[src/rtl/cfbx_pkg.sv]
// Package of opcodes, status word layout and carriers for the flag and branch executor
// Summary of operation
// - Mask test ANDs operands, only flags change
// - Mask test: N=msb, Z=zero, C=!Z, V=0
// - Never touch oscillator, halt, interrupt enable bits
// - Jump loads destination into PC, flags kept
// - Call: push return address, then load PC
// - Call is word-only, any address, flags kept
// - Zeroing writes 0 to destination, flags kept
// - Carry clear clears only C
// - Negative clear masks status word with 0FFFBh
// - Zero clear masks status word with 0FFFDh
// - Compare adds inverted source plus one, discards
// - Compare sets N, Z, C, V from result
// - Decimal carry add adds C to destination decimally
// - Decimal carry add: N msb, Z zero, C rollover
// - Compare flags equal subtraction flags
// - Interrupt enable sits at status bit 3 (mask 08h)
package cfbx_pkg;

  typedef enum logic [3:0] {
    CFBX_OP_MASK_TEST = 4'h0,
    CFBX_OP_JUMP_ABS = 4'h1,
    CFBX_OP_CALL = 4'h2,
    CFBX_OP_ZERO_DEST = 4'h3,
    CFBX_OP_CARRY_ZERO = 4'h4,
    CFBX_OP_NEG_ZERO = 4'h5,
    CFBX_OP_ZFLAG_CLEAR = 4'h6,
    CFBX_OP_COMPARE = 4'h7,
    CFBX_OP_DEC_CARRY_ADD = 4'h8
  } cfbx_op_t;

  // Status word bit positions
  localparam int unsigned SW_C_BIT = 0;
  localparam int unsigned SW_Z_BIT = 1;
  localparam int unsigned SW_N_BIT = 2;
  localparam int unsigned SW_GIE_BIT = 3;
  localparam int unsigned SW_HALT_BIT = 4;
  localparam int unsigned SW_OSC_BIT = 5;
  localparam int unsigned SW_V_BIT = 8;

  localparam logic [15:0] SW_MASK_C = 16'h0001;
  localparam logic [15:0] SW_MASK_N_INV = 16'hFFFB;
  localparam logic [15:0] SW_MASK_Z_INV = 16'hFFFD;
  localparam logic [15:0] SW_MASK_GIE = 16'h0008;
  localparam logic [15:0] SP_STEP = 16'h0002;
  localparam logic [15:0] WORD_ZERO = 16'h0000;
  localparam logic [15:0] SW_RESET = 16'h0000;
  localparam logic [15:0] SP_RESET = 16'h0000;
  localparam logic [15:0] PC_RESET = 16'h0000;
  localparam int unsigned BYTE_MSB = 7;
  localparam int unsigned WORD_MSB = 15;

  typedef struct packed {
    cfbx_op_t op;
    logic byte_mode;
    logic [15:0] src;
    logic [15:0] dst;
    logic [15:0] next_pc;
  } cfbx_req_t;

  typedef struct packed {
    logic dst_we;
    logic [15:0] dst_data;
    logic pc_we;
    logic [15:0] pc;
    logic stack_we;
    logic [15:0] stack_addr;
    logic [15:0] stack_data;
    logic [15:0] sp;
    logic [15:0] status;
  } cfbx_res_t;

endpackage : cfbx_pkg

[src/rtl/cfbx_bcd_digit.sv]
// One BCD digit adder stage with decimal carry
module cfbx_bcd_digit (
  input wire logic [3:0] a_i, // Digit in
  input wire logic cin_i, // Carry in
  output logic [3:0] sum_o, // Digit out
  output logic cout_o // Decimal carry out
);
  logic [4:0] raw;
  logic [4:0] fix;

  always_comb begin
    raw = {1'b0, a_i} + {4'h0, cin_i};
    fix = raw + 5'h06;
    if (raw > 5'h09) begin
      sum_o = fix[3:0];
      cout_o = 1'b1;
    end else begin
      sum_o = raw[3:0];
      cout_o = 1'b0;
    end
  end
endmodule : cfbx_bcd_digit

[src/rtl/cfbx_exec.sv]
// Execution unit for mask test, jumps, call, clears, compare and decimal carry add
module cfbx_exec (
  input wire logic CLK_I, // Core clock, 100 MHz
  input wire logic RST_N_I, // Async reset, active low
  input wire logic REQ_VALID_I, // Instruction issue strobe
  input wire cfbx_pkg::cfbx_req_t REQ_I, // Operation and operands
  input wire logic [15:0] STATUS_I, // Current status word
  input wire logic [15:0] SP_I, // Current stack pointer
  output logic DONE_O, // One-cycle completion pulse
  output cfbx_pkg::cfbx_res_t RES_O // Committed results
);

  // ==========================================================
  // Operand width handling
  logic byte_m;
  logic [15:0] src_w;
  logic [15:0] dst_w;
  logic [16:0] cmp_sum;
  logic [15:0] and_res;
  logic [15:0] cmp_res;
  logic [15:0] bcd_res;
  logic [4:0] bcd_cy;
  logic msb_and;
  logic msb_cmp;
  logic msb_bcd;
  logic cmp_carry;
  logic cmp_ovf;
  logic bcd_carry;
  logic [15:0] sw_cur;
  logic [15:0] sw_next;
  cfbx_pkg::cfbx_res_t res_next;

  always_comb begin
    byte_m = REQ_I.byte_mode;
    src_w = byte_m ? {8'h00, REQ_I.src[7:0]} : REQ_I.src;
    dst_w = byte_m ? {8'h00, REQ_I.dst[7:0]} : REQ_I.dst;
  end

  // ==========================================================
  // Arithmetic
  assign and_res = src_w & dst_w;
  // Subtraction as add of inverted source plus one
  assign cmp_sum = {1'b0, dst_w} + {1'b0, byte_m ? {8'h00, ~src_w[7:0]} : ~src_w}
    + 17'h0_0001;
  assign cmp_res = byte_m ? {8'h00, cmp_sum[7:0]} : cmp_sum[15:0];
  assign cmp_carry = byte_m ? cmp_sum[8] : cmp_sum[16];
  assign msb_and = byte_m ? and_res[cfbx_pkg::BYTE_MSB] : and_res[cfbx_pkg::WORD_MSB];
  assign msb_cmp = byte_m ? cmp_res[cfbx_pkg::BYTE_MSB] : cmp_res[cfbx_pkg::WORD_MSB];
  // Overflow only when operand signs differ and the result sign leaves the destination's
  assign cmp_ovf = byte_m
    ? (dst_w[cfbx_pkg::BYTE_MSB] != src_w[cfbx_pkg::BYTE_MSB])
      && (cmp_res[cfbx_pkg::BYTE_MSB] != dst_w[cfbx_pkg::BYTE_MSB])
    : (dst_w[cfbx_pkg::WORD_MSB] != src_w[cfbx_pkg::WORD_MSB])
      && (cmp_res[cfbx_pkg::WORD_MSB] != dst_w[cfbx_pkg::WORD_MSB]);

  // Decimal add of carry, digit chain; non-BCD input gives undefined-style result
  assign bcd_cy[0] = STATUS_I[cfbx_pkg::SW_C_BIT];
  genvar gd;
  generate
    for (gd = 0; gd < 4; gd++) begin : g_digit
      cfbx_bcd_digit u_digit (
        .a_i(dst_w[4*gd +: 4]),
        .cin_i(bcd_cy[gd]),
        .sum_o(bcd_res[4*gd +: 4]),
        .cout_o(bcd_cy[gd+1])
      );
    end
  endgenerate
  assign bcd_carry = byte_m ? bcd_cy[2] : bcd_cy[4];
  assign msb_bcd = byte_m ? bcd_res[cfbx_pkg::BYTE_MSB] : bcd_res[cfbx_pkg::WORD_MSB];

  // ==========================================================
  // Result selection
  always_comb begin
    sw_cur = STATUS_I;
    sw_next = sw_cur;
    res_next = '0;
    res_next.sp = SP_I;
    case (REQ_I.op)
      cfbx_pkg::CFBX_OP_MASK_TEST: begin
        sw_next[cfbx_pkg::SW_N_BIT] = msb_and;
        sw_next[cfbx_pkg::SW_Z_BIT] = (and_res == cfbx_pkg::WORD_ZERO);
        sw_next[cfbx_pkg::SW_C_BIT] = (and_res != cfbx_pkg::WORD_ZERO);
        sw_next[cfbx_pkg::SW_V_BIT] = 1'b0;
      end
      cfbx_pkg::CFBX_OP_JUMP_ABS: begin
        res_next.pc_we = 1'b1;
        res_next.pc = REQ_I.dst;
      end
      cfbx_pkg::CFBX_OP_CALL: begin
        // Target held from the request, so push cannot disturb it
        res_next.sp = SP_I - cfbx_pkg::SP_STEP;
        res_next.stack_we = 1'b1;
        res_next.stack_addr = SP_I - cfbx_pkg::SP_STEP;
        res_next.stack_data = REQ_I.next_pc;
        res_next.pc_we = 1'b1;
        res_next.pc = REQ_I.dst;
      end
      cfbx_pkg::CFBX_OP_ZERO_DEST: begin
        res_next.dst_we = 1'b1;
        res_next.dst_data = cfbx_pkg::WORD_ZERO;
      end
      cfbx_pkg::CFBX_OP_CARRY_ZERO: begin
        sw_next = sw_cur & ~cfbx_pkg::SW_MASK_C;
      end
      cfbx_pkg::CFBX_OP_NEG_ZERO: begin
        sw_next = sw_cur & cfbx_pkg::SW_MASK_N_INV;
      end
      cfbx_pkg::CFBX_OP_ZFLAG_CLEAR: begin
        sw_next = sw_cur & cfbx_pkg::SW_MASK_Z_INV;
      end
      cfbx_pkg::CFBX_OP_COMPARE: begin
        sw_next[cfbx_pkg::SW_N_BIT] = msb_cmp;
        sw_next[cfbx_pkg::SW_Z_BIT] = (cmp_res == cfbx_pkg::WORD_ZERO);
        sw_next[cfbx_pkg::SW_C_BIT] = cmp_carry;
        sw_next[cfbx_pkg::SW_V_BIT] = cmp_ovf;
      end
      cfbx_pkg::CFBX_OP_DEC_CARRY_ADD: begin
        res_next.dst_we = 1'b1;
        res_next.dst_data = byte_m ? {8'h00, bcd_res[7:0]} : bcd_res;
        sw_next[cfbx_pkg::SW_N_BIT] = msb_bcd;
        sw_next[cfbx_pkg::SW_Z_BIT] = byte_m ? (bcd_res[7:0] == 8'h00)
          : (bcd_res == cfbx_pkg::WORD_ZERO);
        sw_next[cfbx_pkg::SW_C_BIT] = bcd_carry;
      end
      default: begin
        sw_next = sw_cur;
      end
    endcase
    // Mode bits always pass through untouched
    sw_next[cfbx_pkg::SW_GIE_BIT] = sw_cur[cfbx_pkg::SW_GIE_BIT];
    sw_next[cfbx_pkg::SW_HALT_BIT] = sw_cur[cfbx_pkg::SW_HALT_BIT];
    sw_next[cfbx_pkg::SW_OSC_BIT] = sw_cur[cfbx_pkg::SW_OSC_BIT];
    res_next.status = sw_next;
  end

  // ==========================================================
  // Commit: all effects land on one edge
  always_ff @(posedge CLK_I or negedge RST_N_I) begin
    if (!RST_N_I) begin
      DONE_O <= 1'b0;
    end else begin
      DONE_O <= REQ_VALID_I;
    end
  end

  always_ff @(posedge CLK_I or negedge RST_N_I) begin
    if (!RST_N_I) begin
      RES_O <= '0;
      RES_O.status <= cfbx_pkg::SW_RESET;
      RES_O.sp <= cfbx_pkg::SP_RESET;
      RES_O.pc <= cfbx_pkg::PC_RESET;
    end else if (REQ_VALID_I) begin
      RES_O <= res_next;
    end else begin
      RES_O.dst_we <= 1'b0;
      RES_O.pc_we <= 1'b0;
      RES_O.stack_we <= 1'b0;
    end
  end

  // ==========================================================
  // Checks
  logic [15:0] sw_in_q;
  logic [15:0] sp_in_q;
  logic [15:0] dst_in_q;
  cfbx_pkg::cfbx_op_t op_q;
  always_ff @(posedge CLK_I or negedge RST_N_I) begin
    if (!RST_N_I) begin
      sw_in_q <= 16'h0000;
      sp_in_q <= 16'h0000;
      dst_in_q <= 16'h0000;
      op_q <= cfbx_pkg::CFBX_OP_MASK_TEST;
    end else begin
      sw_in_q <= STATUS_I;
      sp_in_q <= SP_I;
      dst_in_q <= REQ_I.dst;
      op_q <= REQ_I.op;
    end
  end
endmodule : cfbx_exec

[config.mk]
export PLATFORM = sky130hd
export DESIGN_NAME = cfbx_exec
export DESIGN_NICKNAME = d
export VERILOG_FILES = /design/src/rtl/cfbx_pkg.sv /design/src/rtl/cfbx_bcd_digit.sv /design/src/rtl/cfbx_exec.sv
export SDC_FILE = /design/constraint.sdc
export NUM_CORES = 1
export LEC_CHECK = 0
export BUFFER_PORTS_ARGS = -buffer_cell sky130_fd_sc_hd__buf_2
export CAP_MARGIN = 20
export CORE_UTILIZATION = 48
export DETAILED_ROUTE_END_ITERATION = 10
export GPL_TIMING_DRIVEN = 0
export PLACE_DENSITY = 0.78
export SLEW_MARGIN = 10
export SYNTH_ARGS = -nofsm -noshare
export SYNTH_HDL_FRONTEND = slang
export SYNTH_SLANG_ARGS = --single-unit
[constraint.sdc]
create_clock -name CLK_I -period 1.25 [get_ports CLK_I]
set_input_delay 0.0625 -clock CLK_I [delete_from_list [all_inputs] [get_ports CLK_I]]
set_output_delay 0.0625 -clock CLK_I [all_outputs]
set_load 0.02 [all_outputs]
* Word-level counts from Yosys, hierarchy flattened *
Cells that the tools add are included.

operators by class
  add/sub/neg operators = 11
  magnitude comparators = 4
  equality and inequality tests = 12
  multiplexer cells = 28
  bitwise operators = 3
  reductions and logical operators = 9

operator list
  kind                                                                   count
  16-bit 2-to-1 mux                                                      5
  49-bit 2-to-1 mux                                                      1
  16-bit logical NOT                                                     3
  17-bit one-hot mux with 2 select lines                                 1
  4-bit by 1-bit adder with 5-bit output                                 4
  5-bit by 4-bit > comparator with 1-bit output (second input constant)  4
  3-bit one-hot mux with 6 select lines                                  1
  16-bit by 16-bit adder with 17-bit output                              1
  17-bit by 1-bit adder with 17-bit output (second input constant)       1
  17-bit 2-to-1 mux                                                      1
  4-bit by 3-bit adder with 4-bit output (second input constant)         4
  16-bit AND                                                             1
  4-bit by 3-bit == test with 1-bit output (second input constant)       4
  4-bit 2-to-1 mux                                                       4
  16-bit inverter                                                        1
  16-bit nonzero test                                                    1
  16-bit by 2-bit subtractor with 16-bit output (second input constant)  1
  1-bit 2-to-1 mux                                                       14
  4-bit by 2-bit == test with 1-bit output (second input constant)       2
  8-bit logical NOT                                                      1
  8-bit inverter                                                         1
  4-bit by 1-bit == test with 1-bit output (second input constant)       1
  4-bit == test (second input constant)                                  1
  4-bit logical NOT                                                      1
  other kinds (4)                                                        8

word-level totals
  bits in registers = 100
  input bits = 88
  output and inout bits = 100
  logic and storage cells = 77

* Logic depth before layout (Yosys ltp) *
Gate-level depths: netlist of run 1.

  word-level depth = 16
  gate-level depth with buffers = 29
  depth with buffers taken out = 27

* Hierarchy *
A second synthesis of run 1 with hierarchy kept.

unflattened totals
  cells, all modules = 639
  area total of the unflattened synthesis = 6147.1 um2

modules (own cells, without submodules)
  module          instances  cells each  area an instance (um2)  sequential area each (um2)
  cfbx_exec       1          543         5491.5                  2502.4
  cfbx_bcd_digit  4          24          163.9                   0.0

* Worst setup path before layout of run 1 *
OpenSTA, ideal clock, no wires.

  path kind = input to register
  from = in REQ_I[16] (netlist bit)
  to = reg RES_O[0] (netlist bit)
  setup time = 0.129 ns
  data arrival time = 5.008 ns
  required time = 1.121 ns
  slack = -3.888 ns
  stages on the path = 27
  buffers on the path = 2
  cell sequence = ha_1 > ha_1 > buf_2 > nor2b_1 > a21oi_1 > a221oi_1 > ha_1 > ha_1 > buf_2 > a21oi_1 > a221oi_1 > ha_1 > ha_1 > nand2_1 > o21ai_0 > o22ai_1 > nor2_1 > ha_1 > xor2_1 > inv_1 > ha_1 > nand2_1 > a21oi_1 > a21oi_1 > a311oi_1 > a211oi_1 > a21oi_1

between the ends
  word-level cells in the longest chain between the ends = 15
  elaborated cells between the ends (all ways) = 20
  classes of those cells = add/sub (6); order compare (4); mux (8); bitwise (1); reduce/logical (1)

RTL lines
  element                                        line                  RTL
  start, declared                                cfbx_exec.sv:6        input wire cfbx_pkg::cfbx_req_t REQ_I,
  16-bit 2-to-1 mux *                            cfbx_exec.sv:36       dst_w = byte_m ? {8'h00, REQ_I.dst[7:0]} : REQ_I.dst;
  4-bit by 1-bit adder with 5-bit output         cfbx_bcd_digit.sv:12  raw = {1'b0, a_i} + {4'h0, cin_i};
  5-bit by 4-bit > comparator with 1-bit output  cfbx_bcd_digit.sv:14  if (raw > 5'h09) begin
  1-bit 2-to-1 mux                               cfbx_bcd_digit.sv:14
  4-bit by 1-bit adder with 5-bit output         cfbx_bcd_digit.sv:12
  5-bit by 4-bit > comparator with 1-bit output  cfbx_bcd_digit.sv:14
  1-bit 2-to-1 mux                               cfbx_bcd_digit.sv:14
  4-bit by 1-bit adder with 5-bit output         cfbx_bcd_digit.sv:12
  5-bit by 4-bit > comparator with 1-bit output  cfbx_bcd_digit.sv:14
  1-bit 2-to-1 mux                               cfbx_bcd_digit.sv:14
  4-bit by 1-bit adder with 5-bit output         cfbx_bcd_digit.sv:12
  5-bit by 4-bit > comparator with 1-bit output  cfbx_bcd_digit.sv:14
  1-bit 2-to-1 mux                               cfbx_bcd_digit.sv:14
  1-bit 2-to-1 mux                               cfbx_exec.sv:69       assign bcd_carry = byte_m ? bcd_cy[2] : bcd_cy[4];
  3-bit one-hot mux with 6 select lines *        cfbx_exec.sv:79       case (REQ_I.op)
  end signal, assigned                           cfbx_exec.sv:154      RES_O <= res_next;
  end, declared                                  cfbx_exec.sv:10       output cfbx_pkg::cfbx_res_t RES_O

Mark *: on every way between the ends. The rest lies on a longest branch, timed or not.
A chain may end at the register's enable or synchronous reset.

* Final worst setup path of run 1 *
  from = in STATUS_I[0]
  to = reg RES_O[1] (netlist bit)

between the ends
  word-level cells in the longest chain between the ends = 15
  elaborated cells between the ends (all ways) = 23
  classes of those cells = add/sub (8); order compare (4); mux (9); reduce/logical (2)

RTL lines
  element                                                                                                         line                                        RTL
  start, declared                                                                                                 cfbx_exec.sv:7                              input wire logic [15:0] STATUS_I,
  4-bit by 1-bit adder with 5-bit output *                                                                        cfbx_bcd_digit.sv:12
  5-bit by 4-bit > comparator with 1-bit output                                                                   cfbx_bcd_digit.sv:14
  1-bit 2-to-1 mux                                                                                                cfbx_bcd_digit.sv:14
  4-bit by 1-bit adder with 5-bit output                                                                          cfbx_bcd_digit.sv:12
  5-bit by 4-bit > comparator with 1-bit output                                                                   cfbx_bcd_digit.sv:14
  1-bit 2-to-1 mux                                                                                                cfbx_bcd_digit.sv:14
  4-bit by 1-bit adder with 5-bit output                                                                          cfbx_bcd_digit.sv:12
  5-bit by 4-bit > comparator with 1-bit output                                                                   cfbx_bcd_digit.sv:14
  1-bit 2-to-1 mux                                                                                                cfbx_bcd_digit.sv:14
  4-bit by 1-bit adder with 5-bit output                                                                          cfbx_bcd_digit.sv:12
  4-bit by 3-bit adder with 4-bit output / 5-bit by 4-bit > comparator with 1-bit output (equally long branches)  cfbx_bcd_digit.sv:13, cfbx_bcd_digit.sv:14
  4-bit 2-to-1 mux                                                                                                cfbx_bcd_digit.sv:14
  16-bit logical NOT                                                                                              cfbx_exec.sv:123                            : (bcd_res == cfbx_pkg::WORD_ZERO);
  1-bit 2-to-1 mux *                                                                                              cfbx_exec.sv:122                            sw_next[cfbx_pkg::SW_Z_BIT] = byte_m ? (bcd_res[7:0] == 8'h00)
  3-bit one-hot mux with 6 select lines *                                                                         cfbx_exec.sv:79

Marks and branches as above.

==> run summary, run 1 <==
===========================================================================================
Top cells by area, synth                                                       sky130_fd_sc_hd__dfrtp_1 39%, sky130_fd_sc_hd__ha_1 6.5%, sky130_fd_sc_hd__a22o_1 4.4%
Crit end category                                                                      flop
Setup Crit Path Kind                                                                 in2reg
Share of final-layout standard cells stronger than drive strength 1                  0.3936
TritonCTS clock tree                                                                    yes
Sequential share of the synthesized area                                             0.3941
RSZ-0062 raised after global routing                                                   true
Number of vias per cell                                                               5.661
Drc violations                                                                            0
Synth top area share                                                                 0.3941
Clock root cell                                                                sky130_fd_sc_hd__clkbuf_16
ANT nets after route                                                                      0
Post-synth EDFFs                                                                          0
Transition time of the tightest slew-check pin                                     603.8 ps
Signed area change from the synthesized netlist to the final layout                  46.52%
Global-route wire length before repair                                             30.33 mm
Bufs on Longest Clock Path                                                                2
Number of global-route vias before repair                                              6081
Maximum clock frequency                                                           240.8 MHz
Post-route setup TNS                                                              -30420 ps
Vias after detailed routing                                                            6471
Core Area                                                                       12770 sq um
Largest fanout on the critical path                                                       6
Count of mapped cells out of synthesis                                                  685
Final wirelength                                                                   20.25 mm
Vertical extent of the die                                                     117.0 microns
Post-synthesis cell type with the largest combined area                        sky130_fd_sc_hd__dfrtp_1
Residual overflow from global routing                                                     0
Required time reported for the critical path endpoint                               1490 ps
Worst skew pair latency                                                              360 ps
Clock transition at the registers of the reported paths                               70 ps
Overall Power                                                                      9.061 mW
Drt first pass iters                                                                      5
Floorplan row count                                                                      41
Leading post-synthesis cells by instance count                                 100 x sky130_fd_sc_hd__dfrtp_1, 70 x sky130_fd_sc_hd__nor2_1, 60 x sky130_fd_sc_hd__nand2_1
Number of design-rule violations left by the first detailed-router iteration            550
Share of flip-flops with an asynchronous set or reset                                 1.000
HPWL after detailed placement                                                      13.88 mm
Headroom to the max-slew limit                                                       0.5975
Maximum vdd drop                                                                  0.5850 mV
Max-cap violation count                                                                   0
Initial Util                                                                         0.4971
Fin worst setup slack                                                              -2902 ps
Static leakage                                                                     4.426 nW
Post-synth design cell area                                                      6350 sq um
Total of fill cells in the finished design                                              898
Register-to-register setup slack                                                    -350 ps
Area of the die                                                                 13690 sq um
Violated checks                                                                setup timing
Syn Area/Cell                                                                   9.270 sq um
Number of buffers inserted during clock tree synthesis                                    9
Count of buffers from port buffering                                                    182
Number of setup violations in the final report                                           20
GRT Util Overall                                                                     0.2912
Sinks on the clock net                                                                  100
Number of distinct library cells after synthesis                                         74
Power per unit of standard cell area                                           973.9 nW/um^2
# IOs                                                                                   188
Post-Syn Nets                                                                           806
Pin count of the biggest net entering global routing                                     64
Average wire per cell in the routed design                                     17.71 microns
Fin crit period                                                                     4152 ps
Yosys warning total                                                                       0
Kind of start point of the critical path                                       primary input
Maximum clock skew at final layout                                                     0 ps
Number of register bits inferred by synthesis                                           100
Most frequent cell after synthesis                                             sky130_fd_sc_hd__dfrtp_1
Class of the worst hold path                                                         in2reg
Die Wd                                                                         117.0 microns
Antenna violations before repair                                                          1
Run status                                                                     finished with violations
Final Hold Violating Endpoints                                                            0
Layout net count                                                                       1084
Final Slew Violations                                                                     0
Critical path arrival                                                               4390 ps
Final weighted congestion of routability-driven global placement                     0.8833
H-tree depth                                                                              3
Dominant register cell in the synthesized netlist                              sky130_fd_sc_hd__dfrtp_1
Fin crit share                                                                        3.322
===========================================================================================
==> where the power goes <==
part | leakage [nW] | switching, mW | internal, mW | total, mW
Sequential | 1.31 | 0.0808 | 3.39 | 3.47
Clock | 0.159 | 1.43 | 1.62 | 3.06
Combinational | 2.96 | 1.42 | 1.11 | 2.53
Total | 4.43 | 2.93 | 6.13 | 9.06
==> kinds of logic after synthesis <==
group                      count (synthesis)  synth area share
buffers and inverters                     72           0.04591
DFF                                      100            0.3941
adders and majority gates                 33           0.06503
xor gates and xnor gates                  45           0.06640
AOI/OAI and AO/OA                        189            0.2177
muxes                                     21           0.03626
and+or+nand+nor                          225            0.1746
==> cell usage in the layout (no fill, tap or decap), types with 5 or more instances in the layout <==
cell type / n
sky130_fd_sc_hd__nand4_1: 5
sky130_fd_sc_hd__a21oi_1: 37
sky130_fd_sc_hd__nor3_1: 9
sky130_fd_sc_hd__ha_4: 11
sky130_fd_sc_hd__xor2_1: 14
sky130_fd_sc_hd__dfrtp_1: 100
sky130_fd_sc_hd__nand3_1: 12
sky130_fd_sc_hd__o2bb2ai_1: 26
sky130_fd_sc_hd__inv_1: 25
sky130_fd_sc_hd__o21ai_0: 20
sky130_fd_sc_hd__ha_1: 19
sky130_fd_sc_hd__buf_8: 7
sky130_fd_sc_hd__dlygate4sd3_1: 36
sky130_fd_sc_hd__clkbuf_1: 15
sky130_fd_sc_hd__or2_2: 5
sky130_fd_sc_hd__xnor2_1: 22
sky130_fd_sc_hd__clkbuf_16: 10
sky130_fd_sc_hd__a22o_1: 32
sky130_fd_sc_hd__and3_1: 5
sky130_fd_sc_hd__inv_2: 5
sky130_fd_sc_hd__o21ai_1: 5
sky130_fd_sc_hd__o31a_1: 5
sky130_fd_sc_hd__buf_4: 42
sky130_fd_sc_hd__xnor2_2: 6
sky130_fd_sc_hd__buf_6: 14
sky130_fd_sc_hd__buf_2: 180
sky130_fd_sc_hd__nor2b_1: 10
sky130_fd_sc_hd__nor2_1: 67
sky130_fd_sc_hd__nand2b_1: 5
sky130_fd_sc_hd__nor3_2: 5
sky130_fd_sc_hd__clkbuf_2: 10
sky130_fd_sc_hd__nand2_1: 55
sky130_fd_sc_hd__mux2_2: 16
==> critical path, cell delays in order <==
cell and delay [ps]:
sky130_fd_sc_hd__buf_8 100, sky130_fd_sc_hd__ha_4 160, sky130_fd_sc_hd__ha_4 160, sky130_fd_sc_hd__buf_8 120, sky130_fd_sc_hd__nor2b_4 140, sky130_fd_sc_hd__a21oi_2 60
sky130_fd_sc_hd__a221oi_2 300, sky130_fd_sc_hd__ha_2 260, sky130_fd_sc_hd__ha_4 170, sky130_fd_sc_hd__buf_6 110, sky130_fd_sc_hd__nor2b_4 40, sky130_fd_sc_hd__a21oi_4 140
sky130_fd_sc_hd__a221oi_4 110, sky130_fd_sc_hd__ha_4 210, sky130_fd_sc_hd__ha_4 190, sky130_fd_sc_hd__nand2b_4 160, sky130_fd_sc_hd__o22ai_4 150, sky130_fd_sc_hd__nor2_2 70
sky130_fd_sc_hd__buf_4 140, sky130_fd_sc_hd__ha_4 180, sky130_fd_sc_hd__or2_2 280, sky130_fd_sc_hd__a21oi_1 150, sky130_fd_sc_hd__o21ai_1 170, sky130_fd_sc_hd__o31a_1 320
sky130_fd_sc_hd__buf_4 160, sky130_fd_sc_hd__a41oi_2 160, sky130_fd_sc_hd__nand3_1 100
==> per-layer routing <==
metal | global-route usage | part of all wire | vias up
met3 | 0.04377 | 0.056 | 57
met4 | 0.1409 | 0.035 | 0
met1 | 0.3800 | 0.44 | 3114
met5 | 0 | 0 | -
li1 | - | - | 3061
met2 | 0.4757 | 0.47 | 239
==> what timing repair did <==
| action | in CTS | in global routing |
|---|---|---|
| resized for setup | 60 | 44 |
| hold buffers | 36 | 0 |
| endpoints found under the setup margin | 47 | 31 |
| hold endpoints to repair | 73 | 0 |
| pin swaps | 33 | 24 |
| buffers inserted | 38 | 12 |
==> registers in the layout, indices dropped and copies added (netlist names) <==
signal,flops
DONE_O,1
RES_O,99
==> worst paths after layout <==
| path | endpoint | start | cells past startpoint |
|---|---|---|---|
| min in group asynchronous | RES_O[77] | RST_N_I | 2 |
| max in group asynchronous | RES_O[42] | RST_N_I | 3 |
| max reg2reg | RES_O[1] | RES_O[1] | 7 |
| max | RES_O[1] | STATUS_I[0] | 27 |
| min | RES_O[75] | REQ_I[26] | 2 |
| min reg2reg | RES_O[51] | RES_O[51] | 1 |
==> per-stage QoR <==
step	instance area, sq um	hold slack [ps]	instances	utilization	worst slack (ps)
floorplan	6643	-233.1	685	-	-3010
global placement	7769	184.1	1039	0.6082	-3896
detailed placement	7799	71.33	1040	0.6105	-3982
CTS	9001	21.12	1128	0.7047	-2880
global route	9299	69.83	1141	0.7280	-3063
finish	9304	47.76	1143	0.7284	-2902
==> layout make-up <==
| type | instances | area, sq um | area share |
|---|---|---|---|
| clock buffer | 9 | 225.2 | 0.02421 |
| tap | 172 | 215.2 | 0.02313 |
| clock inverter | 7 | 97.59 | 0.01049 |
| timing repair buffer | 269 | 1757 | 0.1888 |
| multi-input combinational | 513 | 4113 | 0.4420 |
| sequential | 100 | 2502 | 0.2690 |
| buffer | 38 | 249.0 | 0.02676 |
| antenna | 3 | 7.507 | 0.0008069 |
| inverter | 32 | 137.6 | 0.01479 |
(Power assumes the default switching activity.)
==> inputs of run 2 (changes only) <==
--- a/config.mk
+++ b/config.mk
@@ -15,3 +15,4 @@
 export SYNTH_ARGS = -nofsm -noshare
 export SYNTH_HDL_FRONTEND = slang
 export SYNTH_SLANG_ARGS = --single-unit
+export TNS_END_PERCENT = 50
==> constraint.sdc (replaced) <==
create_clock -name CLK_I -period 1.25 [get_ports CLK_I]
set_input_delay 0.125 -clock CLK_I [delete_from_list [all_inputs] [get_ports CLK_I]]
set_output_delay 0.125 -clock CLK_I [all_outputs]
set_load 0.02 [all_outputs]
==> run 2 against run 1 <==
- the flow still finishes with violations (setup timing)
- non-clock buffer count is 2 higher
- clock power decreased by 5%
- maximum frequency shrank 1.4%
- total power decreased by 0.31%
- critical path type unchanged
- sequential share of layout area about the same
- critical path depth shrank 1
- sequential cell count unchanged
==> run summary, run 2 (synthesized netlist as in run 1, its figures left out) <==
===========================================================================================
Violated checks                                                                setup timing
Number of design-rule violations left by the first detailed-router iteration            681
Pin count of the biggest net entering global routing                                     54
Share of final-layout standard cells stronger than drive strength 1                  0.4103
Maximum clock skew at final layout                                                     0 ps
Met3 WL                                                                            1.387 mm
Core Area                                                                       12770 sq um
Most common library cell in the layout ignoring fill and taps                  sky130_fd_sc_hd__buf_2
RSZ-0062 raised after global routing                                                   true
Global-route wire length before repair                                             29.97 mm
ANT nets after route                                                                      0
Die Wd                                                                         117.0 microns
Sinks on the clock net                                                                  100
Initial Util                                                                         0.4971
Area of the die                                                                 13690 sq um
Fin crit share                                                                        3.370
Standard cell with the maximum stage delay on the critical path                sky130_fd_sc_hd__a221oi_4
Highest-count cells in the layout ignoring fill and taps                       180 x sky130_fd_sc_hd__buf_2, 100 x sky130_fd_sc_hd__dfrtp_1, 65 x sky130_fd_sc_hd__nor2_1, 55 x sky130_fd_sc_hd__nand2_1, 45 x sky130_fd_sc_hd__buf_4
Origin of the worst setup path                                                    REQ_I[16]
Largest registers ranked by flip-flop count                                    RES_O (99), DONE_O (1)
DRT met1 WL                                                                        8.964 mm
Class of the worst hold path                                                         in2reg
Reg with most FFs                                                                     RES_O
Top layer used by detailed routing                                                     met5
Clock root cell                                                                sky130_fd_sc_hd__clkbuf_16
Max-cap violation count                                                                   0
Post-route setup TNS                                                              -33680 ps
HPWL after detailed placement                                                      13.92 mm
Residual overflow from global routing                                                     0
Final Slew Violations                                                                     0
Number of global-route vias before repair                                              5960
Number of vias per cell                                                               5.735
Drt first pass iters                                                                      5
Number of buffers inserted during clock tree synthesis                                    9
Power per unit of standard cell area                                           969.4 nW/um^2
Largest fanout on the critical path                                                       7
GRT Util Overall                                                                     0.2886
Final weighted congestion of routability-driven global placement                     0.9113
Worst skew pair latency                                                              360 ps
Signed area change from the synthesized netlist to the final layout                  46.74%
Maximum clock frequency                                                           237.4 MHz
Run status                                                                     finished with violations
Total of fill cells in the finished design                                              868
Headroom to the max-slew limit                                                       0.5193
Required time reported for the critical path endpoint                               1530 ps
Bufs on Longest Clock Path                                                                2
Transition time of the tightest slew-check pin                                     721.0 ps
Final wirelength                                                                   21.18 mm
Vertical extent of the die                                                     117.0 microns
Antenna violations before repair                                                          2
Static leakage                                                                     4.456 nW
Vias after detailed routing                                                            6555
Worst Hold Launch                                                                  REQ_I[8]
Crit end category                                                                      flop
Cell type with the highest occurrence count on the critical path               sky130_fd_sc_hd__ha_4
Drc violations                                                                            0
Fin crit period                                                                     4212 ps
Final Hold Violating Endpoints                                                            0
# IOs                                                                                   188
Floorplan row count                                                                      41
Maximum vdd drop                                                                   1.082 mV
Layout net count                                                                       1086
Kind of start point of the critical path                                       primary input
Critical path arrival                                                               4500 ps
Core occupancy in the finished layout                                                0.7295
H-tree depth                                                                              3
Fin worst setup slack                                                              -2962 ps
Average wire per cell in the routed design                                     18.53 microns
Clock transition at the registers of the reported paths                               80 ps
Setup Crit Path Kind                                                                 in2reg
Reg2Reg Launch Point                                                               RES_O[1]
DR WL met2                                                                         10.19 mm
Max stage delay on crit path                                                         360 ps
Number of flip-flops in the largest register                                             99
Number of setup violations in the final report                                           26
Count of buffers from port buffering                                                    182
TritonCTS clock tree                                                                    yes
===========================================================================================
-- run 2: cell count changes in the layout (fill, tap and decap cells not counted), sizes merged --
| cell | before | now |
|---|---|---|
| clkbuf | 36 | 37 |
| inv | 36 | 35 |
| bufinv | 1 | 0 |
| diode | 3 | 1 |
| buf | 244 | 261 |
| dlygate4sd3 | 36 | 21 |
| clkinvlp | 0 | 1 |
-- run 2: repair_timing --
| item | in CTS | in global routing |
|---|---|---|
| gates cloned | 0 | 0 |
| pin swaps | 29 | 34 |
| buffers inserted | 32 | 35 |
| hold buffers | 21 | 0 |
| endpoints found under the setup margin | 64 | 61 |
| hold endpoints to repair | 72 | 0 |
| resized for setup | 51 | 69 |
-- run 2: area by class of cell --
class / instances / area, sq um / area share
diodes: 1 / 2.502 / 0.0002686
flip-flops and latches: 100 / 2502 / 0.2686
repair buffers: 271 / 1792 / 0.1923
multi-input cells: 513 / 4113 / 0.4414
clock inverters: 6 / 66.31 / 0.007117
well taps: 172 / 215.2 / 0.02310
clock buffers: 10 / 239.0 / 0.02565
inverters: 32 / 137.6 / 0.01477
plain buffers: 38 / 250.2 / 0.02686
-- run 2: path summary, 6_finish.rpt --
check / endpoint / slack, ps / cells past startpoint
worst max register to register: RES_O[1] / -420 / 7
max in group asynchronous: RES_O[12] / 200 / 3
min in group asynchronous: RES_O[75] / 360 / 2
worst max-delay path: RES_O[0] / -2960 / 26
worst min register to register: RES_O[53] / 490 / 1
worst min-delay path: RES_O[40] / 6 / 3
-- run 2: critical path, delay by kind of cell --
kind / cells / cell delay (ps)
buffers and inverters: 3 / 300
xor gates and xnor gates: 1 / 140
AOI/OAI and AO/OA: 9 / 1740
and+or+nand+nor: 5 / 610
adders and majority gates: 8 / 1510
-- run 2: where the power goes --
group / switching, mW / internal, mW / total (mW) / leakage [nW]
clock network: 1.42 / 1.47 / 2.90 / 0.148
logic: 1.47 / 1.19 / 2.66 / 3.00
registers: 0.0837 / 3.39 / 3.47 / 1.31
-- run 2: through the flow --
step	total power, mW	instances	instance area, sq um	hold WS (ps)	worst slack, ps
after global routing	9.425	1143	9318	4.179	-3133
after detailed placement	5.575	1040	7802	224.6	-3984
after CTS	8.650	1107	8751	0.2787	-2892
after global placement	5.537	1039	7772	245.5	-3928
final	9.032	1143	9318	5.529	-2962
after floorplan	4.846	685	6646	-170.6	-3073
-- run 2: layer usage --
metal	vias to the layer above	GRT usage
met5	-	0
met4	2	0.1105
met3	52	0.07158
met2	295	0.4639
met1	3160	0.3764
li1	3046	-
==> inputs of run 3 (changes only) <==
--- a/config.mk
+++ b/config.mk
@@ -7,10 +7,12 @@
 export LEC_CHECK = 0
 export BUFFER_PORTS_ARGS = -buffer_cell sky130_fd_sc_hd__buf_2
 export CAP_MARGIN = 20
-export CORE_UTILIZATION = 48
+export CELL_PAD_IN_SITES_DETAIL_PLACEMENT = 1
+export CELL_PAD_IN_SITES_GLOBAL_PLACEMENT = 1
+export CORE_UTILIZATION = 35
 export DETAILED_ROUTE_END_ITERATION = 10
 export GPL_TIMING_DRIVEN = 0
-export PLACE_DENSITY = 0.78
+export PLACE_DENSITY_LB_ADDON = 0.1
 export SLEW_MARGIN = 10
 export SYNTH_ARGS = -nofsm -noshare
 export SYNTH_HDL_FRONTEND = slang
==> run 3 against run 2 <==
- the flow still finishes with violations (setup timing)
- sequential share of layout area rose by 0.31 points
- first-iteration DRC count fell by 65%
- wire length rose by 11%
- maximum frequency fell by 0.98%
- global-route usage fell by 3.6 points
- largest cell class unchanged
==> run summary, run 3 (synthesized netlist as in run 1, its figures left out) <==
===========================================================================================
Register-to-register setup slack                                                    -500 ps
Switching power total                                                              2.881 mW
Kind of start point of the critical path                                       primary input
Most common library cell in the layout ignoring fill and taps                  sky130_fd_sc_hd__buf_2
Violated checks                                                                setup timing
Buffers plus inverters on the worst setup path                                            5
Final Slew Violations                                                                     0
Crit end category                                                                      flop
Global-route wire length before repair                                             36.02 mm
Initial Util                                                                         0.3633
Largest fanout on the critical path                                                       5
H-tree depth                                                                              3
Portion of total power attributed to the clock network                                0.338
Signed area change from the synthesized netlist to the final layout                  45.06%
Core Area                                                                       17480 sq um
Antenna violations before repair                                                          0
Layout net count                                                                       1057
Residual overflow from global routing                                                     0
Vias after detailed routing                                                            6389
Fin worst setup slack                                                              -3004 ps
Required time reported for the critical path endpoint                               1480 ps
Origin of the worst setup path                                                    REQ_I[16]
Average wire per cell in the routed design                                     20.22 microns
Largest registers ranked by flip-flop count                                    RES_O (99), DONE_O (1)
GRT Util Overall                                                                     0.2524
Drt first pass iters                                                                      4
Power per unit of standard cell area                                           990.0 nW/um^2
Headroom to the max-slew limit                                                       0.4913
Reg with most FFs                                                                     RES_O
Dpl cells                                                                              1093
Final Hold Violating Endpoints                                                            0
Transition time of the tightest slew-check pin                                     763.1 ps
Core occupancy in the finished layout                                                0.5271
Worst setup endpoint                                                               RES_O[1]
Die Wd                                                                         136.7 microns
Number of vias per cell                                                               5.479
Final weighted congestion of routability-driven global placement                     0.8128
R2r worst-path depth                                                                      7
Clock transition at the registers of the reported paths                               70 ps
Cell type with the highest occurrence count on the critical path               sky130_fd_sc_hd__ha_4
Number of global-route vias before repair                                              6635
# IOs                                                                                   188
Number of cells on the critical path                                                     25
Bufs on Longest Clock Path                                                                2
RSZ-0062 raised after global routing                                                   true
Reg2Reg Launch Point                                                               RES_O[1]
Gate family responsible for the most delay along the worst path                compound AO/OA/AOI/OAI gates
Antenna diode count                                                                       0
Floorplan row count                                                                      48
Maximum clock skew at final layout                                                     0 ps
TritonCTS clock tree                                                                    yes
Highest-count cells in the layout ignoring fill and taps                       182 x sky130_fd_sc_hd__buf_2, 100 x sky130_fd_sc_hd__dfrtp_1, 65 x sky130_fd_sc_hd__nor2_1, 54 x sky130_fd_sc_hd__nand2_1, 40 x sky130_fd_sc_hd__buf_4
Fin crit period                                                                     4254 ps
Number of design-rule violations left by the first detailed-router iteration            237
Critical path arrival                                                               4480 ps
Run status                                                                     finished with violations
Number of setup violations in the final report                                           29
Share of final-layout standard cells stronger than drive strength 1                  0.4070
Internal power summed over all cells                                               6.239 mW
Class of the worst hold path                                                         in2reg
Reg2Reg Capture Point                                                              RES_O[1]
Count of buffers from port buffering                                                    182
Drc violations                                                                            0
Setup Crit Path Kind                                                                 in2reg
HPWL after detailed placement                                                      17.02 mm
Switching portion of total power                                                     0.3159
Area of the die                                                                 18690 sq um
Non-filler cells in the finished layout                                                1166
ANT nets after route                                                                      0
Standard cell with the maximum stage delay on the critical path                sky130_fd_sc_hd__a221oi_4
Static leakage                                                                     4.327 nW
Max stage delay on crit path                                                         370 ps
Final wirelength                                                                   23.58 mm
Maximum clock frequency                                                           235.1 MHz
Clock root cell                                                                sky130_fd_sc_hd__clkbuf_16
Pin count of the biggest net entering global routing                                     89
Part of the total power dissipated in combinational logic                             0.280
Vertical extent of the die                                                     136.7 microns
Share of total power in sequential cells                                              0.382
Sinks on the clock net                                                                  100
Number of flip-flops in the largest register                                             99
Hold_ws                                                                            9.730 ps
Maximum vdd drop                                                                  0.7542 mV
Fin crit share                                                                        3.403
Number of buffers inserted during clock tree synthesis                                    9
Worst skew pair latency                                                              350 ps
Max-cap violation count                                                                   0
===========================================================================================
==> run 3: cell count changes in the layout (fill, tap and decap cells not counted), moves of 3 or more <==
cell	change
sky130_fd_sc_hd__dlygate4sd3_1	-10
sky130_fd_sc_hd__clkbuf_2	-3
sky130_fd_sc_hd__buf_6	-14
sky130_fd_sc_hd__buf_4	-5
sky130_fd_sc_hd__ha_1	-4
sky130_fd_sc_hd__inv_8	-3
==> run 3: final cells by class <==
cell class | count | area, sq um
clock buffer | 9 | 225.2
buffer | 38 | 249.0
inverter | 32 | 140.1
fill | 2016 | 8265
clock inverter | 7 | 97.59
tap | 225 | 281.5
timing repair buffer | 242 | 1501
sequential | 100 | 2502
multi-input combinational | 513 | 4214
==> run 3: power groups by stage <==
stage / Sequential (mW) / Combinational, mW / Clock, mW
5_1_grt: 3.50 / 2.76 / 3.27
3_5_place_dp: 3.55 / 2.12 / 0
2_1_floorplan: 3.73 / 1.11 / 0
4_1_cts: 3.49 / 2.38 / 3.16
3_3_place_gp: 3.54 / 2.04 / 0
6_report: 3.49 / 2.55 / 3.08
==> run 3: what timing repair did <==
| action | CTS | global route |
|---|---|---|
| endpoints found under the hold margin | 110 | 0 |
| pin swaps | 35 | 33 |
| resized for setup | 67 | 51 |
| setup endpoints to repair | 70 | 61 |
| hold buffers | 11 | 0 |
| buffers inserted | 37 | 20 |
==> run 3: per-stage QoR <==
stage          power, mW  setup slack [ps]  TNS (ps)  cell area [sq um]
3_5_place_dp       5.667             -4080    -83710               7873
3_3_place_gp       5.573             -3899   -186690               7839
2_1_floorplan      4.846             -3073    -34070               6646
6_report           9.119             -3004    -32130               9211
5_1_grt            9.539             -3163    -36190               9211
4_1_cts            9.031             -2985    -33620               8840
==> run 3: worst min path at each step <==
stage                  from        end  slack (ps)  cells past startpoint
3_5_place_dp        RST_N_I  RES_O[69]         -30                      1
5_1_grt        STATUS_I[12]  RES_O[12]           3                      2
4_1_cts        STATUS_I[14]  RES_O[14]           1                      2
3_3_place_gp    REQ_VALID_I     DONE_O         270                      1
6_report       STATUS_I[14]  RES_O[14]          10                      2
2_1_floorplan       RST_N_I     DONE_O        -170                      0
==> run 3: per-layer routing <==
layer / vias to the layer above / global-route usage / routed length (microns)
met3: 28 / 0.04741 / 1277
met5: - / 0 / 0
met4: 0 / 0.06235 / 340
met1: 3216 / 0.3157 / 9816
met2: 163 / 0.4442 / 12140
li1: 2982 / - / -
